<file path="src/pkg/ppd_map.svh">
// register map, field positions, reset values and timing counts of the phy power/diag block
// assumes word-indexed registers, byte address is four times the index
`ifndef PPD_MAP_SVH
`define PPD_MAP_SVH
`define PPD_IDX_PEAK_POL 12'h18A
`define PPD_IDX_AUTO_CTRL 12'h18B
`define PPD_IDX_PWR_MODE 12'h18C
`define PPD_IDX_NOISE 12'h197
`define PPD_IDX_QUALITY 12'h198
`define PPD_ADDR_W 12
`define PPD_PEAK_LSB 11
`define PPD_PEAK_MSB 14
`define PPD_AUTO_CMD_BIT 6
`define PPD_AUTO_RSV_LO_LSB 2
`define PPD_AUTO_RSV_LO_MSB 5
`define PPD_AUTO_RSV_HI_LSB 7
`define PPD_SLEEP_EN_BIT 1
`define PPD_LPS_EN_BIT 0
`define PPD_SLEEP_REQ_BIT 1
`define PPD_NORMAL_CMD_BIT 0
`define PPD_PWR_RSV_LSB 2
`define PPD_SQS_LSB 8
`define PPD_AUTO_RSV_LO_RST 4'h6
`define PPD_SLEEP_EN_RST 1'b1
`define PPD_LPS_EN_RST 1'b0
`define PPD_SQI_EXCELLENT 8'h46
`define PPD_SQI_GOOD 8'h28
`define PPD_STRAP_SETTLE 2'h2
`endif

</file>
<file path="src/pkg/ppd_pkg.sv">
// types of the phy power/diag register block
// assumes ppd_map.svh sits beside it on the include path
package ppd_pkg;
	typedef enum logic [1:0] {
		PPD_NORMAL = 2'b00,
		PPD_NEGOTIATE = 2'b01,
		PPD_SLEEP = 2'b10,
		PPD_STANDBY = 2'b11
	} ppd_pstate_t;
	typedef enum logic [2:0] {
		PPD_SEL_NONE = 3'b000,
		PPD_SEL_PEAK = 3'b001,
		PPD_SEL_AUTO = 3'b010,
		PPD_SEL_PWR = 3'b011,
		PPD_SEL_NOISE = 3'b100,
		PPD_SEL_QUAL = 3'b101
	} ppd_sel_t;
	typedef enum logic [1:0] {
		PPD_SQS_NOLINK = 2'b00,
		PPD_SQS_POOR = 2'b01,
		PPD_SQS_GOOD = 2'b10,
		PPD_SQS_EXCELLENT = 2'b11
	} ppd_sqs_t;
endpackage

</file>
<file path="src/pkg/ppd_res_if.sv">
// carries the read-only result words from the result capture to the register block
// assumes one producer and one consumer on the same clock
`timescale 1ns/100ps
interface ppd_res_if;
	logic [15:0] peak_word;
	logic [15:0] noise_word;
	logic [15:0] quality_word;
	modport producer(output peak_word, noise_word, quality_word);
	modport consumer(input peak_word, noise_word, quality_word);
endinterface

</file>
<file path="src/design/ppd_regs.sv">
// phy power-state control and diagnostic result registers behind an apb slave
// assumes apb on clk_sys, strap pin asynchronous, link-side strobes on clk_sys
//
// Chosen here: the APB interface to the registers.
`timescale 1ns/100ps
`include "ppd_map.svh"
module ppd_regs (
	input wire logic clk_sys, // system clock, 50 MHz
	input wire logic rst_n, // async reset, active low
	input wire logic psel, // apb select
	input wire logic penable, // apb enable
	input wire logic pwrite, // apb direction
	input wire logic [13:0] paddr, // apb byte address
	input wire logic [31:0] pwdata, // apb write data
	output logic [31:0] prdata, // apb read data
	output logic pready, // apb ready
	output logic pslverr, // apb error on unmapped address
	input wire logic strap_auto_pin, // bootstrap, 1 = autonomous
	input wire logic lps_negotiated, // negotiation with partner done, pulse
	input wire logic wake_request, // partner or local wake, pulse
	input wire logic link_up, // link established
	input wire logic tdr_done, // peak results valid pulse
	input wire logic [3:0] peak_type_in, // peak polarities four..one
	input wire logic [15:0] peak_loc_one, // first location word
	input wire logic [15:0] peak_loc_two, // second location word
	input wire logic snr_valid, // noise ratio valid pulse
	input wire logic [8:0] snr_in, // ten times snr in db
	input wire logic sqi_valid, // quality index valid pulse
	input wire logic [7:0] sqi_in, // quality index
	output logic autonomous_mode, // 1 autonomous, 0 managed
	output logic low_power_sleep_code, // send sleep code-groups
	output ppd_pkg::ppd_pstate_t power_state // current power state
);
	import ppd_pkg::*;
	typedef struct packed {
		ppd_pstate_t state;
		logic strap_s1;
		logic strap_s2;
		logic [1:0] strap_cnt;
		logic strap_done;
		logic autonomous;
		logic auto_cmd;
		logic auto_touched;
		logic [8:0] auto_rsv_hi;
		logic [3:0] auto_rsv_lo;
		logic sleep_en;
		logic lps_en;
		logic [13:0] pwr_rsv;
		logic sleep_req;
		logic normal_cmd;
		ppd_sel_t sel;
		logic [31:0] rdata;
	} ppd_core_t;
	ppd_core_t c_reg, c_next;
	logic setup_ph;
	logic wr_acc;
	logic rd_acc;
	logic standby_to_normal;
	logic [15:0] auto_word;
	logic [15:0] pwr_word;
	ppd_sel_t dec_sel;

	ppd_res_if res_bus();

	ppd_results u_results (
		.clk_sys(clk_sys),
		.rst_n(rst_n),
		.tdr_done(tdr_done),
		.peak_type_in(peak_type_in),
		.peak_loc_one(peak_loc_one),
		.peak_loc_two(peak_loc_two),
		.snr_valid(snr_valid),
		.snr_in(snr_in),
		.sqi_valid(sqi_valid),
		.sqi_in(sqi_in),
		.link_up(link_up),
		.res(res_bus.producer)
	);

	// printed offsets are word indices, low two address bits ignored
	function automatic ppd_sel_t ppd_decode(input logic [13:0] a);
		case (a[13:2])
			`PPD_IDX_PEAK_POL: ppd_decode = PPD_SEL_PEAK;
			`PPD_IDX_AUTO_CTRL: ppd_decode = PPD_SEL_AUTO;
			`PPD_IDX_PWR_MODE: ppd_decode = PPD_SEL_PWR;
			`PPD_IDX_NOISE: ppd_decode = PPD_SEL_NOISE;
			`PPD_IDX_QUALITY: ppd_decode = PPD_SEL_QUAL;
			default: ppd_decode = PPD_SEL_NONE;
		endcase
	endfunction

	assign setup_ph = psel && !penable;
	assign pready = psel && penable;
	assign wr_acc = pready && pwrite;
	assign rd_acc = pready && !pwrite;
	assign pslverr = pready && (c_reg.sel == PPD_SEL_NONE);
	assign dec_sel = ppd_decode(paddr);

	// command bit reads 0 after first touch
	assign auto_word = {c_reg.auto_rsv_hi, c_reg.auto_cmd && !c_reg.auto_touched,
		c_reg.auto_rsv_lo, c_reg.sleep_en, c_reg.lps_en};
	assign pwr_word = {c_reg.pwr_rsv, c_reg.sleep_req, c_reg.normal_cmd};
	assign standby_to_normal = (c_reg.state == PPD_STANDBY) && (c_next.state == PPD_NORMAL);

	always_comb begin
		c_next = c_reg;
		// strap synchroniser; s1 feeds only s2
		c_next.strap_s1 = strap_auto_pin;
		c_next.strap_s2 = c_reg.strap_s1;
		if (!c_reg.strap_done) begin
			if (c_reg.strap_cnt == `PPD_STRAP_SETTLE) begin
				c_next.strap_done = 1'b1;
				c_next.autonomous = c_reg.strap_s2;
				c_next.auto_cmd = c_reg.strap_s2;
			end else begin
				c_next.strap_cnt = c_reg.strap_cnt + 2'h1;
			end
		end

		// read data registered in the setup cycle, held through access
		if (setup_ph) begin
			c_next.sel = dec_sel;
			case (dec_sel)
				PPD_SEL_PEAK: c_next.rdata = {16'h0000, res_bus.peak_word};
				PPD_SEL_AUTO: c_next.rdata = {16'h0000, auto_word};
				PPD_SEL_PWR: c_next.rdata = {16'h0000, pwr_word};
				PPD_SEL_NOISE: c_next.rdata = {16'h0000, res_bus.noise_word};
				PPD_SEL_QUAL: c_next.rdata = {16'h0000, res_bus.quality_word};
				default: c_next.rdata = 32'h0000_0000;
			endcase
		end

		if (rd_acc && c_reg.sel == PPD_SEL_AUTO) begin
			c_next.auto_touched = 1'b1;
		end
		// result registers take no writes
		if (wr_acc) begin
			case (c_reg.sel)
				PPD_SEL_AUTO: begin
					c_next.auto_touched = 1'b1;
					c_next.auto_rsv_hi = pwdata[15:`PPD_AUTO_RSV_HI_LSB];
					c_next.auto_rsv_lo = pwdata[`PPD_AUTO_RSV_LO_MSB:`PPD_AUTO_RSV_LO_LSB];
					c_next.sleep_en = pwdata[`PPD_SLEEP_EN_BIT];
					c_next.lps_en = pwdata[`PPD_LPS_EN_BIT];
					// a written 0 never drops into managed mode
					if (pwdata[`PPD_AUTO_CMD_BIT]) begin
						c_next.autonomous = 1'b1;
					end
				end
				PPD_SEL_PWR: begin
					c_next.pwr_rsv = pwdata[15:`PPD_PWR_RSV_LSB];
					c_next.sleep_req = pwdata[`PPD_SLEEP_REQ_BIT];
				end
				default: begin
				end
			endcase
		end

		case (c_reg.state)
			PPD_NORMAL: begin
				if (c_reg.sleep_req && !c_reg.normal_cmd) begin
					c_next.state = PPD_NEGOTIATE;
				end
			end
			PPD_NEGOTIATE: begin
				if (c_reg.normal_cmd || !c_reg.sleep_req) begin
					c_next.state = PPD_NORMAL;
				end else if (lps_negotiated) begin
					c_next.state = c_reg.sleep_en ? PPD_SLEEP : PPD_STANDBY;
				end
			end
			PPD_SLEEP: begin
				if (c_reg.normal_cmd || wake_request) begin
					c_next.state = PPD_NORMAL;
				end
			end
			PPD_STANDBY: begin
				if (c_reg.normal_cmd || wake_request) begin
					c_next.state = PPD_NORMAL;
				end
			end
			default: c_next.state = PPD_NORMAL;
		endcase

		// a write in the same cycle wins over the self-clear; a written 0 releases the block
		if (standby_to_normal) begin
			c_next.normal_cmd = 1'b0;
		end
		if (wr_acc && c_reg.sel == PPD_SEL_PWR) begin
			c_next.normal_cmd = pwdata[`PPD_NORMAL_CMD_BIT];
		end
	end

	always_ff @(posedge clk_sys or negedge rst_n) begin
		if (!rst_n) begin
			c_reg <= '0;
			c_reg.auto_rsv_lo <= `PPD_AUTO_RSV_LO_RST;
			c_reg.sleep_en <= `PPD_SLEEP_EN_RST;
			c_reg.lps_en <= `PPD_LPS_EN_RST;
		end else begin
			c_reg <= c_next;
		end
	end

	assign prdata = c_reg.rdata;
	assign autonomous_mode = c_reg.autonomous;
	assign power_state = c_reg.state;
	// only in negotiation, and only with the enable bit set
	assign low_power_sleep_code = (c_reg.state == PPD_NEGOTIATE) && c_reg.lps_en;
endmodule

</file>
<file path="src/design/ppd_results.sv">
// captures peak polarity, noise ratio and signal quality results
// assumes measurement inputs are on clk_sys, valid strobes are one-cycle pulses
`timescale 1ns/100ps
`include "ppd_map.svh"
module ppd_results (
	input wire logic clk_sys, // system clock
	input wire logic rst_n, // async reset, active low
	input wire logic tdr_done, // peak results valid pulse
	input wire logic [3:0] peak_type_in, // 1 = negative peak, 0 = positive
	input wire logic [15:0] peak_loc_one, // first location word
	input wire logic [15:0] peak_loc_two, // second location word
	input wire logic snr_valid, // noise ratio valid pulse
	input wire logic [8:0] snr_in, // ten times snr in db
	input wire logic sqi_valid, // quality index valid pulse
	input wire logic [7:0] sqi_in, // quality index
	input wire logic link_up, // link established
	ppd_res_if.producer res // result words
);
	import ppd_pkg::*;
	typedef struct packed {
		logic [3:0] peak;
		logic [8:0] noise;
		logic [7:0] qual;
		ppd_sqs_t sqs;
	} ppd_res_state_t;
	ppd_res_state_t r_reg, r_next;
	logic [3:0] loc_nz;

	function automatic ppd_sqs_t ppd_grade(input logic up, input logic [7:0] q);
		if (!up) begin
			ppd_grade = PPD_SQS_NOLINK;
		end else if (q > `PPD_SQI_EXCELLENT) begin
			ppd_grade = PPD_SQS_EXCELLENT;
		end else if (q >= `PPD_SQI_GOOD) begin
			ppd_grade = PPD_SQS_GOOD;
		end else begin
			ppd_grade = PPD_SQS_POOR;
		end
	endfunction

	// peak order 4..1 matches loc two hi/lo, loc one hi/lo
	assign loc_nz = {|peak_loc_two[15:8], |peak_loc_two[7:0], |peak_loc_one[15:8],
		|peak_loc_one[7:0]};

	always_comb begin
		r_next = r_reg;
		if (tdr_done) begin
			r_next.peak = peak_type_in & loc_nz;
		end
		if (snr_valid) begin
			r_next.noise = snr_in;
		end
		if (sqi_valid) begin
			r_next.qual = sqi_in;
			r_next.sqs = ppd_grade(link_up, sqi_in);
		end else if (!link_up) begin
			r_next.sqs = PPD_SQS_NOLINK;
		end
	end

	always_ff @(posedge clk_sys or negedge rst_n) begin
		if (!rst_n) begin
			r_reg <= '0;
		end else begin
			r_reg <= r_next;
		end
	end

	assign res.peak_word = {1'b0, r_reg.peak, 11'h000};
	assign res.noise_word = {7'h00, r_reg.noise};
	assign res.quality_word = {6'h00, r_reg.sqs, r_reg.qual};
endmodule

</file>
<file path="config.mk">
export PLATFORM = sky130hd
export DESIGN_NAME = ppd_regs
export DESIGN_NICKNAME = d
export VERILOG_FILES = /design/src/pkg/ppd_pkg.sv /design/src/pkg/ppd_res_if.sv /design/src/design/ppd_regs.sv /design/src/design/ppd_results.sv
export VERILOG_INCLUDE_DIRS = /design/src /design/src/pkg
export SDC_FILE = /design/constraint.sdc
export NUM_CORES = 1
export LEC_CHECK = 0
export BUFFER_PORTS_ARGS = -buffer_cell sky130_fd_sc_hd__buf_2
export CAP_MARGIN = 40
export CELL_PAD_IN_SITES_DETAIL_PLACEMENT = 1
export CELL_PAD_IN_SITES_GLOBAL_PLACEMENT = 1
export CORE_MARGIN = 5
export CORE_UTILIZATION = 35
export CTS_BUF_LIST = sky130_fd_sc_hd__clkbuf_16
export DETAILED_ROUTE_END_ITERATION = 10
export PLACE_DENSITY = 0.75
export SLEW_MARGIN = 20
export SYNTH_ARGS = -nofsm -noshare
export SYNTH_HDL_FRONTEND = slang
export SYNTH_HIERARCHICAL = 1
export SYNTH_SLANG_ARGS = --single-unit
export TNS_END_PERCENT = 100
</file>
<file path="constraint.sdc">
create_clock -name clk_sys -period 3.7 [get_ports clk_sys]
set_clock_uncertainty 0.15 [all_clocks]
set_input_delay 0.555 -clock clk_sys [delete_from_list [all_inputs] [get_ports clk_sys]]
set_output_delay 0.555 -clock clk_sys [all_outputs]
set_load 0.01 [all_outputs]
</file>
==> run_results.csv, run 1 <==
group,metric,value,unit
outcome,status,"finished clean",
timing,finalHoldViolCount,0,
route,num_vias,3560,
clock_network,cts.clk_slew.worst_paths,0.06,ns
cells_and_area,final_area,0.005404,sq mm
timing,worst-slew-pin-transition,0.8321,ns
global_routing,grt-ovfl-total,0,
flow_run,maxCapViolCount,0,
clock_network,root_buffer,"clkbuf_16",
critical_path,crit_arrival,2.44,ns
clock_network,cts_resized,0,
logic_synthesis,ys_warn_count,6,
logic_synthesis,synth-xor-area-share,0.3733,%
critical_path,cp_max_fo,15,
critical_path,rr_startpoint,"c_reg[34]",
cells_and_area,diodes,0,
pwr,switchingPower,472.9,uW
route,firstDrtPassIters,5,
pwr,peakVddDrop,0.0001562,V
logic_synthesis,synth_compound_area_share,13.63,%
timing,fin_setup_tns,0,ns
timing,fin_ws,1.354,ns
logic_synthesis,synth_top_family_by_area,"multiplexers",
pwr,internal_power,1.464,mW
route,drt-wirelength-per-cell,18.43,um
route,drt_iter0_drc,228,
floorplanning,core-area,0.01319,sq mm
logic_synthesis,syn_area,0.004692,sq mm
floorplanning,initial_core_util,35.57,%
logic_synthesis,synthAdderAreaFrac,0.2667,%
pwr,clkPwrFrac,41.3,%
place,place_area,0.005146,sq mm
floorplanning,rows,42,
cells_and_area,num-nets-final,620,
timing,setup_viol,0,
clock_network,cts_hold_buf,0,
critical_path,critical_path_required,3.79,ns
cells_and_area,syn_to_final_growth,15.17,%
timing,min_period,2.346,ns
timing,min_period_over_period,63.40,%
critical_path,r2r_slack,1.97,ns
cells_and_area,final_util,40.97,%
logic_synthesis,yosys.area_share.simple,14.11,%
logic_synthesis,async_flop_share,100.0,%
critical_path,crit_path_end_kind,"register",
pwr,cellLeakagePower,2.477,nW
floorplanning,io_pins,149,
pwr,seqPwrFrac,49.3,%
timing,slew_viol_final,0,
critical_path,path_cells,"buf_2 > or4b_4 > nor2_4 > o211ai_2 > a22oi_1",
route,via_per_inst,5.174,
critical_path,slowest_stage,"or4b_4",
pwr,powerDensity,358.3,mW/mm^2
cells_and_area,largest_reg_flops,25,
timing,slew_headroom,44.36,%
critical_path,critical_path.max_stage_delay,0.65,ns
timing,clock.fmax,0.4263,GHz
logic_synthesis,synth-edff-count,0,
cells_and_area,mostFrequentLayoutCell,"buf_2",
cells_and_area,final_cell_mix,"buf_2, dfrtp_1, mux2_2, conb_1, nand2_1",
pwr,p_comb_share,9.4,%
global_routing,grt_pass1_vias,3883,
place,gp_congestion,0.7923,
cells_and_area,drive_above_1_share,41.02,%
clock_network,cts_buffer_depth,2,
hold_path,hold_path.class,"in2async",
logic_synthesis,ys.flop_type,"dfrtp_1",
timing,rsz0062_at_grt,"false",
floorplanning,die-height,125.8,um
route,routed_wl,12.68,mm
route,drc_errors,0,
critical_path,crit_type,"in2reg",
logic_synthesis,synth_seq_area_share,44.35,%
clock_network,cts_tree,"built",
clock_network,htreeDepth,3,
logic_synthesis,yosys_register_bits,83,
critical_path,critPathLaunchType,"input port",
pwr,p_sw_share,24.42,%
floorplanning,dieWidth,125.8,um
logic_synthesis,synthMuxAreaShare,14.13,%
clock_network,clock_latency,0.34,ns
global_routing,grt_max_degree,48,
place,dp_hpwl,9.650,mm
logic_synthesis,syn_avg_cell_area,11.33,sq um
global_routing,grt_pass1_wl,19.95,mm
global_routing,track_usage,15.82,%
critical_path,r2r_cells,3,
clock_network,cts_made_buffers,9,
place,place_ws,1.015,ns
critical_path,reg2reg_to,"c_reg[44]",
logic_synthesis,synth.distinct_cells,61,
floorplanning,dieArea,0.01582,sq mm
global_routing,antenna_found_initial,3,
clock_network,cts_sinks,83,
clock_network,cts_setup_buffers,0,
place,portBuffers,114,
logic_synthesis,syn_inst,414,
route,ant_nets,0,
==> layout make-up <==
| type | instances | area, sq um |
|---|---|---|
| Multi-Input combinational cell | 287 | 2166 |
| Tap cell | 176 | 220.2 |
| Clock buffer | 9 | 225.2 |
| Inverter | 4 | 15.01 |
| Timing Repair Buffer | 123 | 664.4 |
| Sequential cell | 83 | 2081 |
| Fill cell | 1503 | 7786 |
| Clock inverter | 6 | 32.53 |
==> power groups by stage <==
stage	clock, mW	combinational, mW	sequential (mW)
after floorplan	0	0.121	0.962
after global placement	0	0.170	0.970
after detailed placement	0	0.183	0.972
after CTS	0.821	0.185	0.955
after global routing	0.857	0.205	0.957
final	0.799	0.183	0.954
==> worst max path at each step <==
stage / slack (ns) / from / end
final: 1.35 / paddr[11] / prdata[10]
after global routing: 1.27 / paddr[11] / prdata[8]
after CTS: 1.37 / paddr[11] / prdata[2]
after detailed placement: 1.01 / paddr[11] / prdata[2]
after global placement: 1.09 / paddr[11] / prdata[5]
after floorplan: 1.55 / psel / c_reg[36]
==> synthesized netlist by cell type (4+ instances only) <==
library cell	n	share of area [%]
nand2_1	39	3.1
buf_6	4	0.96
a221oi_1	4	0.75
o21ai_0	9	0.96
buf_4	64	10
clkbuf_1	4	0.32
nor4_1	9	1.2
a22oi_1	30	4.8
a222oi_1	12	2.6
mux2_1	4	0.96
nand4b_1	4	0.75
dfrtp_1	80	43
mux2_2	54	13
nand2b_1	4	0.53
a22o_1	9	1.7
inv_1	4	0.32
nor2_1	11	0.88
and2_1	5	0.67
==> logic make-up (layout without fill, tap and decap cells) <==
family | count (synthesis) | in the layout
and+or+nand+nor | 102 | 102
adders and majority gates | 1 | 1
DFF | 83 | 83
xor gates and xnor gates | 2 | 2
buffers and inverters | 83 | 142
AOI/OAI and AO/OA | 82 | 82
muxes | 59 | 59
other | 2 | 41
==> worst max-delay path: cells and delay by family <==
| kind | cells | cell delay [ns] |
|---|---|---|
| AND/OR/NAND/NOR | 2 | 1.01 |
| AO/OA/AOI/OAI | 2 | 0.76 |
| buffers and inverters | 1 | 0.10 |
==> through the flow <==
stage | std cells | hold slack (ns) | power [mW]
floorplan | 453 | 0.1094 | 1.083
global placement | 671 | 0.1847 | 1.140
detailed placement | 673 | 0.1983 | 1.155
CTS | 688 | 0.04803 | 1.961
global route | 688 | 0.07314 | 2.019
finish | 688 | 0.03635 | 1.936
==> routing by layer <==
layer	share of wire [%]	track usage, %
met5	0.29	0
met2	51	28.38
met1	41	18.46
met3	6.5	4.911
met4	1.3	3.849
No activity file was read; power rests on OpenSTA's default activity.
==> run 2, diff against run 1 <==
==> constraint.sdc (replaced) <==
create_clock -name clk_sys -period 2.4 [get_ports clk_sys]
set_clock_uncertainty 0.15 [all_clocks]
set_input_delay 0.36 -clock clk_sys [delete_from_list [all_inputs] [get_ports clk_sys]]
set_output_delay 0.36 -clock clk_sys [all_outputs]
set_load 0.01 [all_outputs]
==> run 2 against run 1 <==
Effect of this change: worst hold slack improved by 0.067 ns; non-clock buffer count up 10; count of clock-buffer cells in the layout stayed put; critical path depth stayed put; largest cell class unchanged; global-route usage is 0.30 points lower; core utilization rose by 0.78 points; final cell count rose by 1.6%; final area is 1.9% higher; setup slack got worse by 0.82 ns; sequential power up 54%; via count is 0.11% lower.
==> run_results.csv, run 2 (same netlist as run 1, synthesis figures left out) <==
group,metric,value,unit
outcome,status,"finished clean",
place,dp.cells,681,
timing,finalHoldViolCount,0,
place,portBuffers,114,
timing,worst-slew-pin-transition,0.6150,ns
pwr,powerDensity,556.8,mW/mm^2
floorplanning,core-area,0.01319,sq mm
timing,slew_headroom,59.00,%
floorplanning,initial_core_util,35.57,%
clock_network,cts_sinks,83,
cells_and_area,mostFrequentLayoutCell,"buf_2",
critical_path,cp_max_fo,15,
critical_path,critPathLaunchType,"input port",
timing,fin_setup_tns,0,ns
floorplanning,dieWidth,125.8,um
critical_path,crit_type,"in2reg",
timing,timing.hold.ws,0.1037,ns
clock_network,cts_tree,"built",
clock_network,root_buffer,"clkbuf_16",
clock_network,cts.clk_slew.worst_paths,0.06,ns
hold_path,hold_depth,3,
cells_and_area,fillers,1504,
timing,fin_ws,0.5374,ns
route,routed_wl,12.41,mm
clock_network,cts_made_buffers,9,
global_routing,antenna_found_initial,3,
pwr,power,3.066,mW
route,drt_iter0_drc,232,
global_routing,track_usage,15.51,%
hold_path,hold_path.class,"in2reg",
clock_network,clock_latency,0.34,ns
route,drt-wirelength-per-cell,17.76,um
flow_run,maxCapViolCount,0,
place,place_ws,0.1991,ns
critical_path,crit_arrival,1.96,ns
cells_and_area,syn_to_final_growth,17.36,%
cells_and_area,largest_reg_flops,25,
critical_path,crit_path_end_kind,"register",
floorplanning,io_pins,149,
cells_and_area,num-nets-final,630,
floorplanning,die-height,125.8,um
critical_path,reg2reg_to,"c_reg[41]",
clock_network,cts_setup_buffers,0,
route,drc_errors,0,
hold_path,hold_start,"pwdata[0]",
place,gp_congestion,0.8222,
cells_and_area,fin_cells,699,
timing,min_period,1.863,ns
global_routing,grt_pass1_wl,19.47,mm
timing,rsz0062_at_grt,"false",
critical_path,rr_startpoint,"c_reg[33]",
timing,setup_viol,0,
place,dp_hpwl,9.597,mm
timing,min_period_over_period,77.61,%
global_routing,grt_max_degree,45,
critical_path,r2r_cells,4,
cells_and_area,final_cell_mix,"buf_2, dfrtp_1, mux2_2, conb_1, nand2_1",
global_routing,grt-ovfl-total,0,
critical_path,critical_path_required,2.49,ns
hold_path,worstHoldEndpoint,"c_reg[35]",
pwr,peakVddDrop,0.0002703,V
route,via_per_inst,5.087,
floorplanning,rows,42,
floorplanning,dieArea,0.01582,sq mm
clock_network,htreeDepth,3,
route,ant_nets,0,
route,num_vias,3556,
timing,slew_viol_final,0,
timing,clock.fmax,0.5369,GHz
cells_and_area,drive_above_1_share,41.49,%
cells_and_area,diodes,0,
global_routing,grt_pass1_vias,3736,
clock_network,cts_buffer_depth,2,
critical_path,r2r_slack,0.68,ns
pwr,cellLeakagePower,2.550,nW
route,firstDrtPassIters,6,
[run 2: cell types whose count changed in the layout (fill, tap and decap cells not counted), moves of 2 or more]
cell / previous run / this run
inv_1: 4 / 7
buf_12: 0 / 2
dlygate4sd3_1: 0 / 2
buf_4: 8 / 16
[run 2: through the flow]
step	utilization [%]	area (sq um)
floorplan	-	4838
global placement	39.48	5207
detailed placement	39.48	5207
CTS	41.75	5507
global route	41.75	5507
finish	41.75	5507
[run 2: cell type report]
cell class | instances | area (sq um) | share of cell area [%]
tap | 176 | 220.2 | 3.999
clock buffer | 9 | 225.2 | 4.090
multi-input combinational | 287 | 2166 | 39.33
inverter | 4 | 15.01 | 0.2727
timing repair buffer | 133 | 745.7 | 13.54
sequential | 83 | 2081 | 37.79
clock inverter | 7 | 53.80 | 0.9771
[run 2: metal layers]
| metal | vias to the layer above | GRT usage [%] | routed length [um] |
|---|---|---|---|
| li1 | 1645 | - | - |
| met1 | 1766 | 18.32 | 5075 |
| met2 | 122 | 26.84 | 6227 |
| met3 | 17 | 5.885 | 939 |
| met4 | 6 | 3.659 | 134 |
| met5 | - | 0 | 35 |
[run 2: how the worst max path moves through the flow]
stage	endpoint	start	slack [ns]	depth (start not counted)
after floorplan	c_reg[36]	psel	0.44	4
after global placement	prdata[5]	paddr[11]	0.25	5
after detailed placement	prdata[9]	paddr[2]	0.20	5
after CTS	prdata[2]	paddr[2]	0.55	5
after global routing	prdata[4]	paddr[2]	0.42	5
final	prdata[9]	paddr[2]	0.54	5
[run 2: power by group]
part,switching (mW),total (mW),internal (mW)
logic,0.154,0.282,0.129
clock network,0.527,1.31,0.785
registers,0.0278,1.47,1.44
total,0.709,3.07,2.36
[run 2: timing repair]
| action | CTS | global route |
|---|---|---|
| hold buffers | 2 | 0 |
| endpoints found under the hold margin | 43 | 0 |
| gates resized for setup | 0 | 0 |
[run 2: critical path, cell delays in order]
cell and delay (ns):
buf_2 0.21, or4b_1 0.67, nor4_4 0.39, a222oi_1 0.13, a22oi_1 0.20
==> run 3, diff against run 2 <==
--- a/config.mk
+++ b/config.mk
@@ -6,6 +6,7 @@
 export SDC_FILE = /design/constraint.sdc
 export NUM_CORES = 1
 export LEC_CHECK = 0
+export ABC_AREA = 1
 export BUFFER_PORTS_ARGS = -buffer_cell sky130_fd_sc_hd__buf_2
 export CAP_MARGIN = 40
 export CELL_PAD_IN_SITES_DETAIL_PLACEMENT = 1
@@ -14,7 +15,7 @@
 export CORE_UTILIZATION = 35
 export CTS_BUF_LIST = sky130_fd_sc_hd__clkbuf_16
 export DETAILED_ROUTE_END_ITERATION = 10
-export PLACE_DENSITY = 0.75
+export PLACE_DENSITY = 0.79
 export SLEW_MARGIN = 20
 export SYNTH_ARGS = -nofsm -noshare
 export SYNTH_HDL_FRONTEND = slang
==> constraint.sdc (replaced) <==
create_clock -name clk_sys -period 1.9 [get_ports clk_sys]
set_clock_uncertainty 0.15 [all_clocks]
set_input_delay 0.285 -clock clk_sys [delete_from_list [all_inputs] [get_ports clk_sys]]
set_output_delay 0.285 -clock clk_sys [all_outputs]
set_load 0.01 [all_outputs]
==> run 3 against run 2 <==
Effect of this change: sequential cell count is the same; count of clock-buffer cells in the layout is the same; sequential share of layout area shrank 1.8 points; clock power increased by 63%; final area is 4.9% higher; setup slack got worse by 0.35 ns; critical path depth fell by 3; via count increased by 21%; non-clock buffer count down 2; global-route usage grew 1.5 points; worst hold slack lost 0.086 ns; first-iteration DRC count fell by 25%; critical path type is now reg2out; highest routed layer is now met4.
==> run_results.csv, run 3 <==
group,metric,value,unit
cells_and_area,final_util,41.76,%
logic_synthesis,ys.flop_type,"dfrtp_1",
floorplanning,io_pins,149,
timing,setup_viol,0,
pwr,seqPwrFrac,42.7,%
cells_and_area,drive_above_1_share,26.37,%
timing,finalHoldViolCount,0,
timing,fin_setup_tns,0,ns
logic_synthesis,syn_area,0.004913,sq mm
clock_network,cts_setup_buffers,0,
clock_network,htreeDepth,3,
logic_synthesis,async_flop_share,100.0,%
pwr,p_comb_share,9.6,%
cells_and_area,mostFrequentLayoutCell,"nand2_1",
critical_path,critPathBufInv,1,
logic_synthesis,yosys_register_bits,83,
route,ant_nets,0,
timing,slew_headroom,64.79,%
route,via_per_inst,4.728,
logic_synthesis,synth_common_cells,"nand2_1, dfrtp_1, buf_4, nor2_1, nand3_1",
place,portBuffers,114,
floorplanning,die-height,128.5,um
clock_network,cts_tree,"built",
cells_and_area,diodes,0,
logic_synthesis,synth_area_leader_cell,"dfrtp_1",
critical_path,crit_type,"reg2out",
global_routing,grt-ovfl-total,0,
pwr,peakVddDrop,0.0004130,V
clock_network,cts_resized,0,
logic_synthesis,ys_warn_count,6,
route,drt_iter0_drc,174,
clock_network,cts_made_buffers,9,
pwr,switchingPower,1.040,mW
logic_synthesis,syn_inst,631,
timing,timing.hold.ws,0.01724,ns
timing,min_period,1.717,ns
route,firstDrtPassIters,4,
floorplanning,rows,43,
place,dp_hpwl,10.47,mm
critical_path,path_cells,"nor4_1 > buf_2",
critical_path,crit_family,"flip-flops",
place,dp.cells,894,
route,drt-wirelength-per-cell,15.13,um
critical_path,crit_arrival,1.28,ns
clock_network,clock_latency,0.34,ns
cells_and_area,final_cell_mix,"nand2_1, buf_2, dfrtp_1, nor2_1, nand3_1",
route,drc_errors,0,
critical_path,critical_path_required,1.46,ns
logic_synthesis,synth.distinct_cells,31,
clock_network,cts.clk_slew.worst_paths,0.06,ns
timing,worst-slew-pin-transition,0.5250,ns
floorplanning,core-area,0.01383,sq mm
pwr,powerDensity,779.0,mW/mm^2
clock_network,root_buffer,"clkbuf_16",
global_routing,grt_max_degree,34,
place,gp_congestion,0.7884,
critical_path,critPathLaunchType,"register",
pwr,cellLeakagePower,3.229,nW
critical_path,crit_path_end_kind,"primary output",
timing,min_period_over_period,90.36,%
timing,slew_viol_final,0,
logic_synthesis,synth_seq_area_share,42.35,%
global_routing,track_usage,17.02,%
pwr,internal_power,3.458,mW
flow_run,maxCapViolCount,0,
floorplanning,dieArea,0.01651,sq mm
logic_synthesis,synth-edff-count,0,
hold_path,hold_path.class,"in2reg",
critical_path,slowest_stage,"dfrtp_1",
cells_and_area,largest_reg_flops,25,
outcome,status,"finished clean",
pwr,p_sw_share,23.13,%
clock_network,cts_sinks,83,
global_routing,grt_pass1_vias,4743,
logic_synthesis,synth_top_cell_area_share,40.74,%
logic_synthesis,syn_avg_cell_area,7.787,sq um
floorplanning,dieWidth,128.5,um
pwr,clkPwrFrac,47.7,%
cells_and_area,fin_cells,912,
global_routing,antenna_found_initial,0,
clock_network,cts_buffer_depth,2,
timing,clock.fmax,0.5825,GHz
route,routed_wl,13.80,mm
critical_path,critical_path.max_stage_delay,0.42,ns
cells_and_area,num-nets-final,839,
route,num_vias,4312,
timing,rsz0062_at_grt,"false",
critical_path,cp_max_fo,4,
logic_synthesis,yosysMostFrequentCell,"nand2_1",
cells_and_area,fillers,1731,
global_routing,grt_pass1_wl,22.43,mm
cells_and_area,syn_to_final_growth,17.52,%
logic_synthesis,yosys-top-cells-area,"dfrtp_1, nand2_1, buf_4",
floorplanning,initial_core_util,35.54,%
-- run 3: changes by cell type in the layout (fill, tap and decap cells not counted), sizes merged, moves of 30 or more --
| cell | before | now |
|---|---|---|
| nand3 | 1 | 42 |
| nand4 | 1 | 33 |
| mux2 | 58 | 9 |
| nand2 | 39 | 211 |
| nor2 | 12 | 58 |
| o21ai | 11 | 44 |
| a22oi | 30 | 0 |
| inv | 7 | 52 |
-- run 3: worst register-to-register path, delay by kind of cell (launching register included) --
kind	cells	cell delay [ns]
AO/OA/AOI/OAI	1	0.08
buffers and inverters	2	0.34
flip-flops	1	0.39
AND/OR/NAND/NOR	3	0.37
-- run 3: final cells by class --
| class | count | area, sq um | share of cell area, % |
|---|---|---|---|
| Clock buffer | 9 | 225.2 | 3.900 |
| Clock inverter | 7 | 138.9 | 2.405 |
| Inverter | 52 | 195.2 | 3.380 |
| Multi-Input combinational cell | 450 | 2153 | 37.29 |
| Sequential cell | 83 | 2081 | 36.03 |
| Tap cell | 180 | 225.2 | 3.900 |
| Timing Repair Buffer | 131 | 755.7 | 13.09 |
-- run 3: cells by family (layout without fill, tap and decap cells) --
family / count (synthesis) / in the layout / share of synthesized area [%]
xor+xnor: 1 / 1 / 0.1783
mux: 9 / 9 / 2.750
simple gates: 347 / 347 / 31.60
buf+inv: 137 / 199 / 16.81
flops: 83 / 83 / 42.35
compound gates: 51 / 51 / 5.908
other cells: 2 / 41 / 0.1528
fa+ha+maj: 1 / 1 / 0.2546
-- run 3: final timing paths --
path | start | to | slack [ns] | depth (start not counted)
worst max-delay path | c_reg[32] | pslverr | 0.18 | 2
worst min-delay path | snr_in[5] | u_results/res.noise_word[5] | 0.02 | 2
worst max register to register | c_reg[33] | c_reg[46] | 0.43 | 6
worst min register to register | c_next[72] | c_reg[72] | 0.20 | 0
max in group asynchronous | rst_n | auto_word[1] | 0.75 | 3
min in group asynchronous | rst_n | prdata[14] | 0.26 | 2
-- run 3: power by group through the flow --
stage | Combinational [mW] | Sequential [mW] | Clock, mW
global placement | 0.404 | 1.95 | 0
detailed placement | 0.430 | 1.95 | 0
floorplan | 0.294 | 1.93 | 0
finish | 0.432 | 1.92 | 2.14
global route | 0.486 | 1.93 | 2.26
CTS | 0.436 | 1.92 | 2.20
-- run 3: repair_timing --
| action | CTS | global route |
|---|---|---|
| hold buffers | 2 | 0 |
| hold endpoints to repair | 25 | 0 |
| setup endpoints to repair | 0 | 0 |
-- run 3: layer usage --
layer	wire, um	vias to the layer above	GRT usage (%)
met5	0	-	0
li1	-	2111	-
met1	5781	2079	19.87
met2	7037	96	30.40
met4	372	0	7.553
met3	606	26	3.030
-- run 3: through the flow --
stage	setup WS, ns	total power [mW]	instance area (sq um)
6_report	0.1833	4.498	5774
2_1_floorplan	0.5533	2.224	5060
4_1_cts	0.1891	4.559	5774
3_5_place_dp	0.1704	2.382	5390
3_3_place_gp	0.2071	2.350	5390
5_1_grt	0.1455	4.674	5774
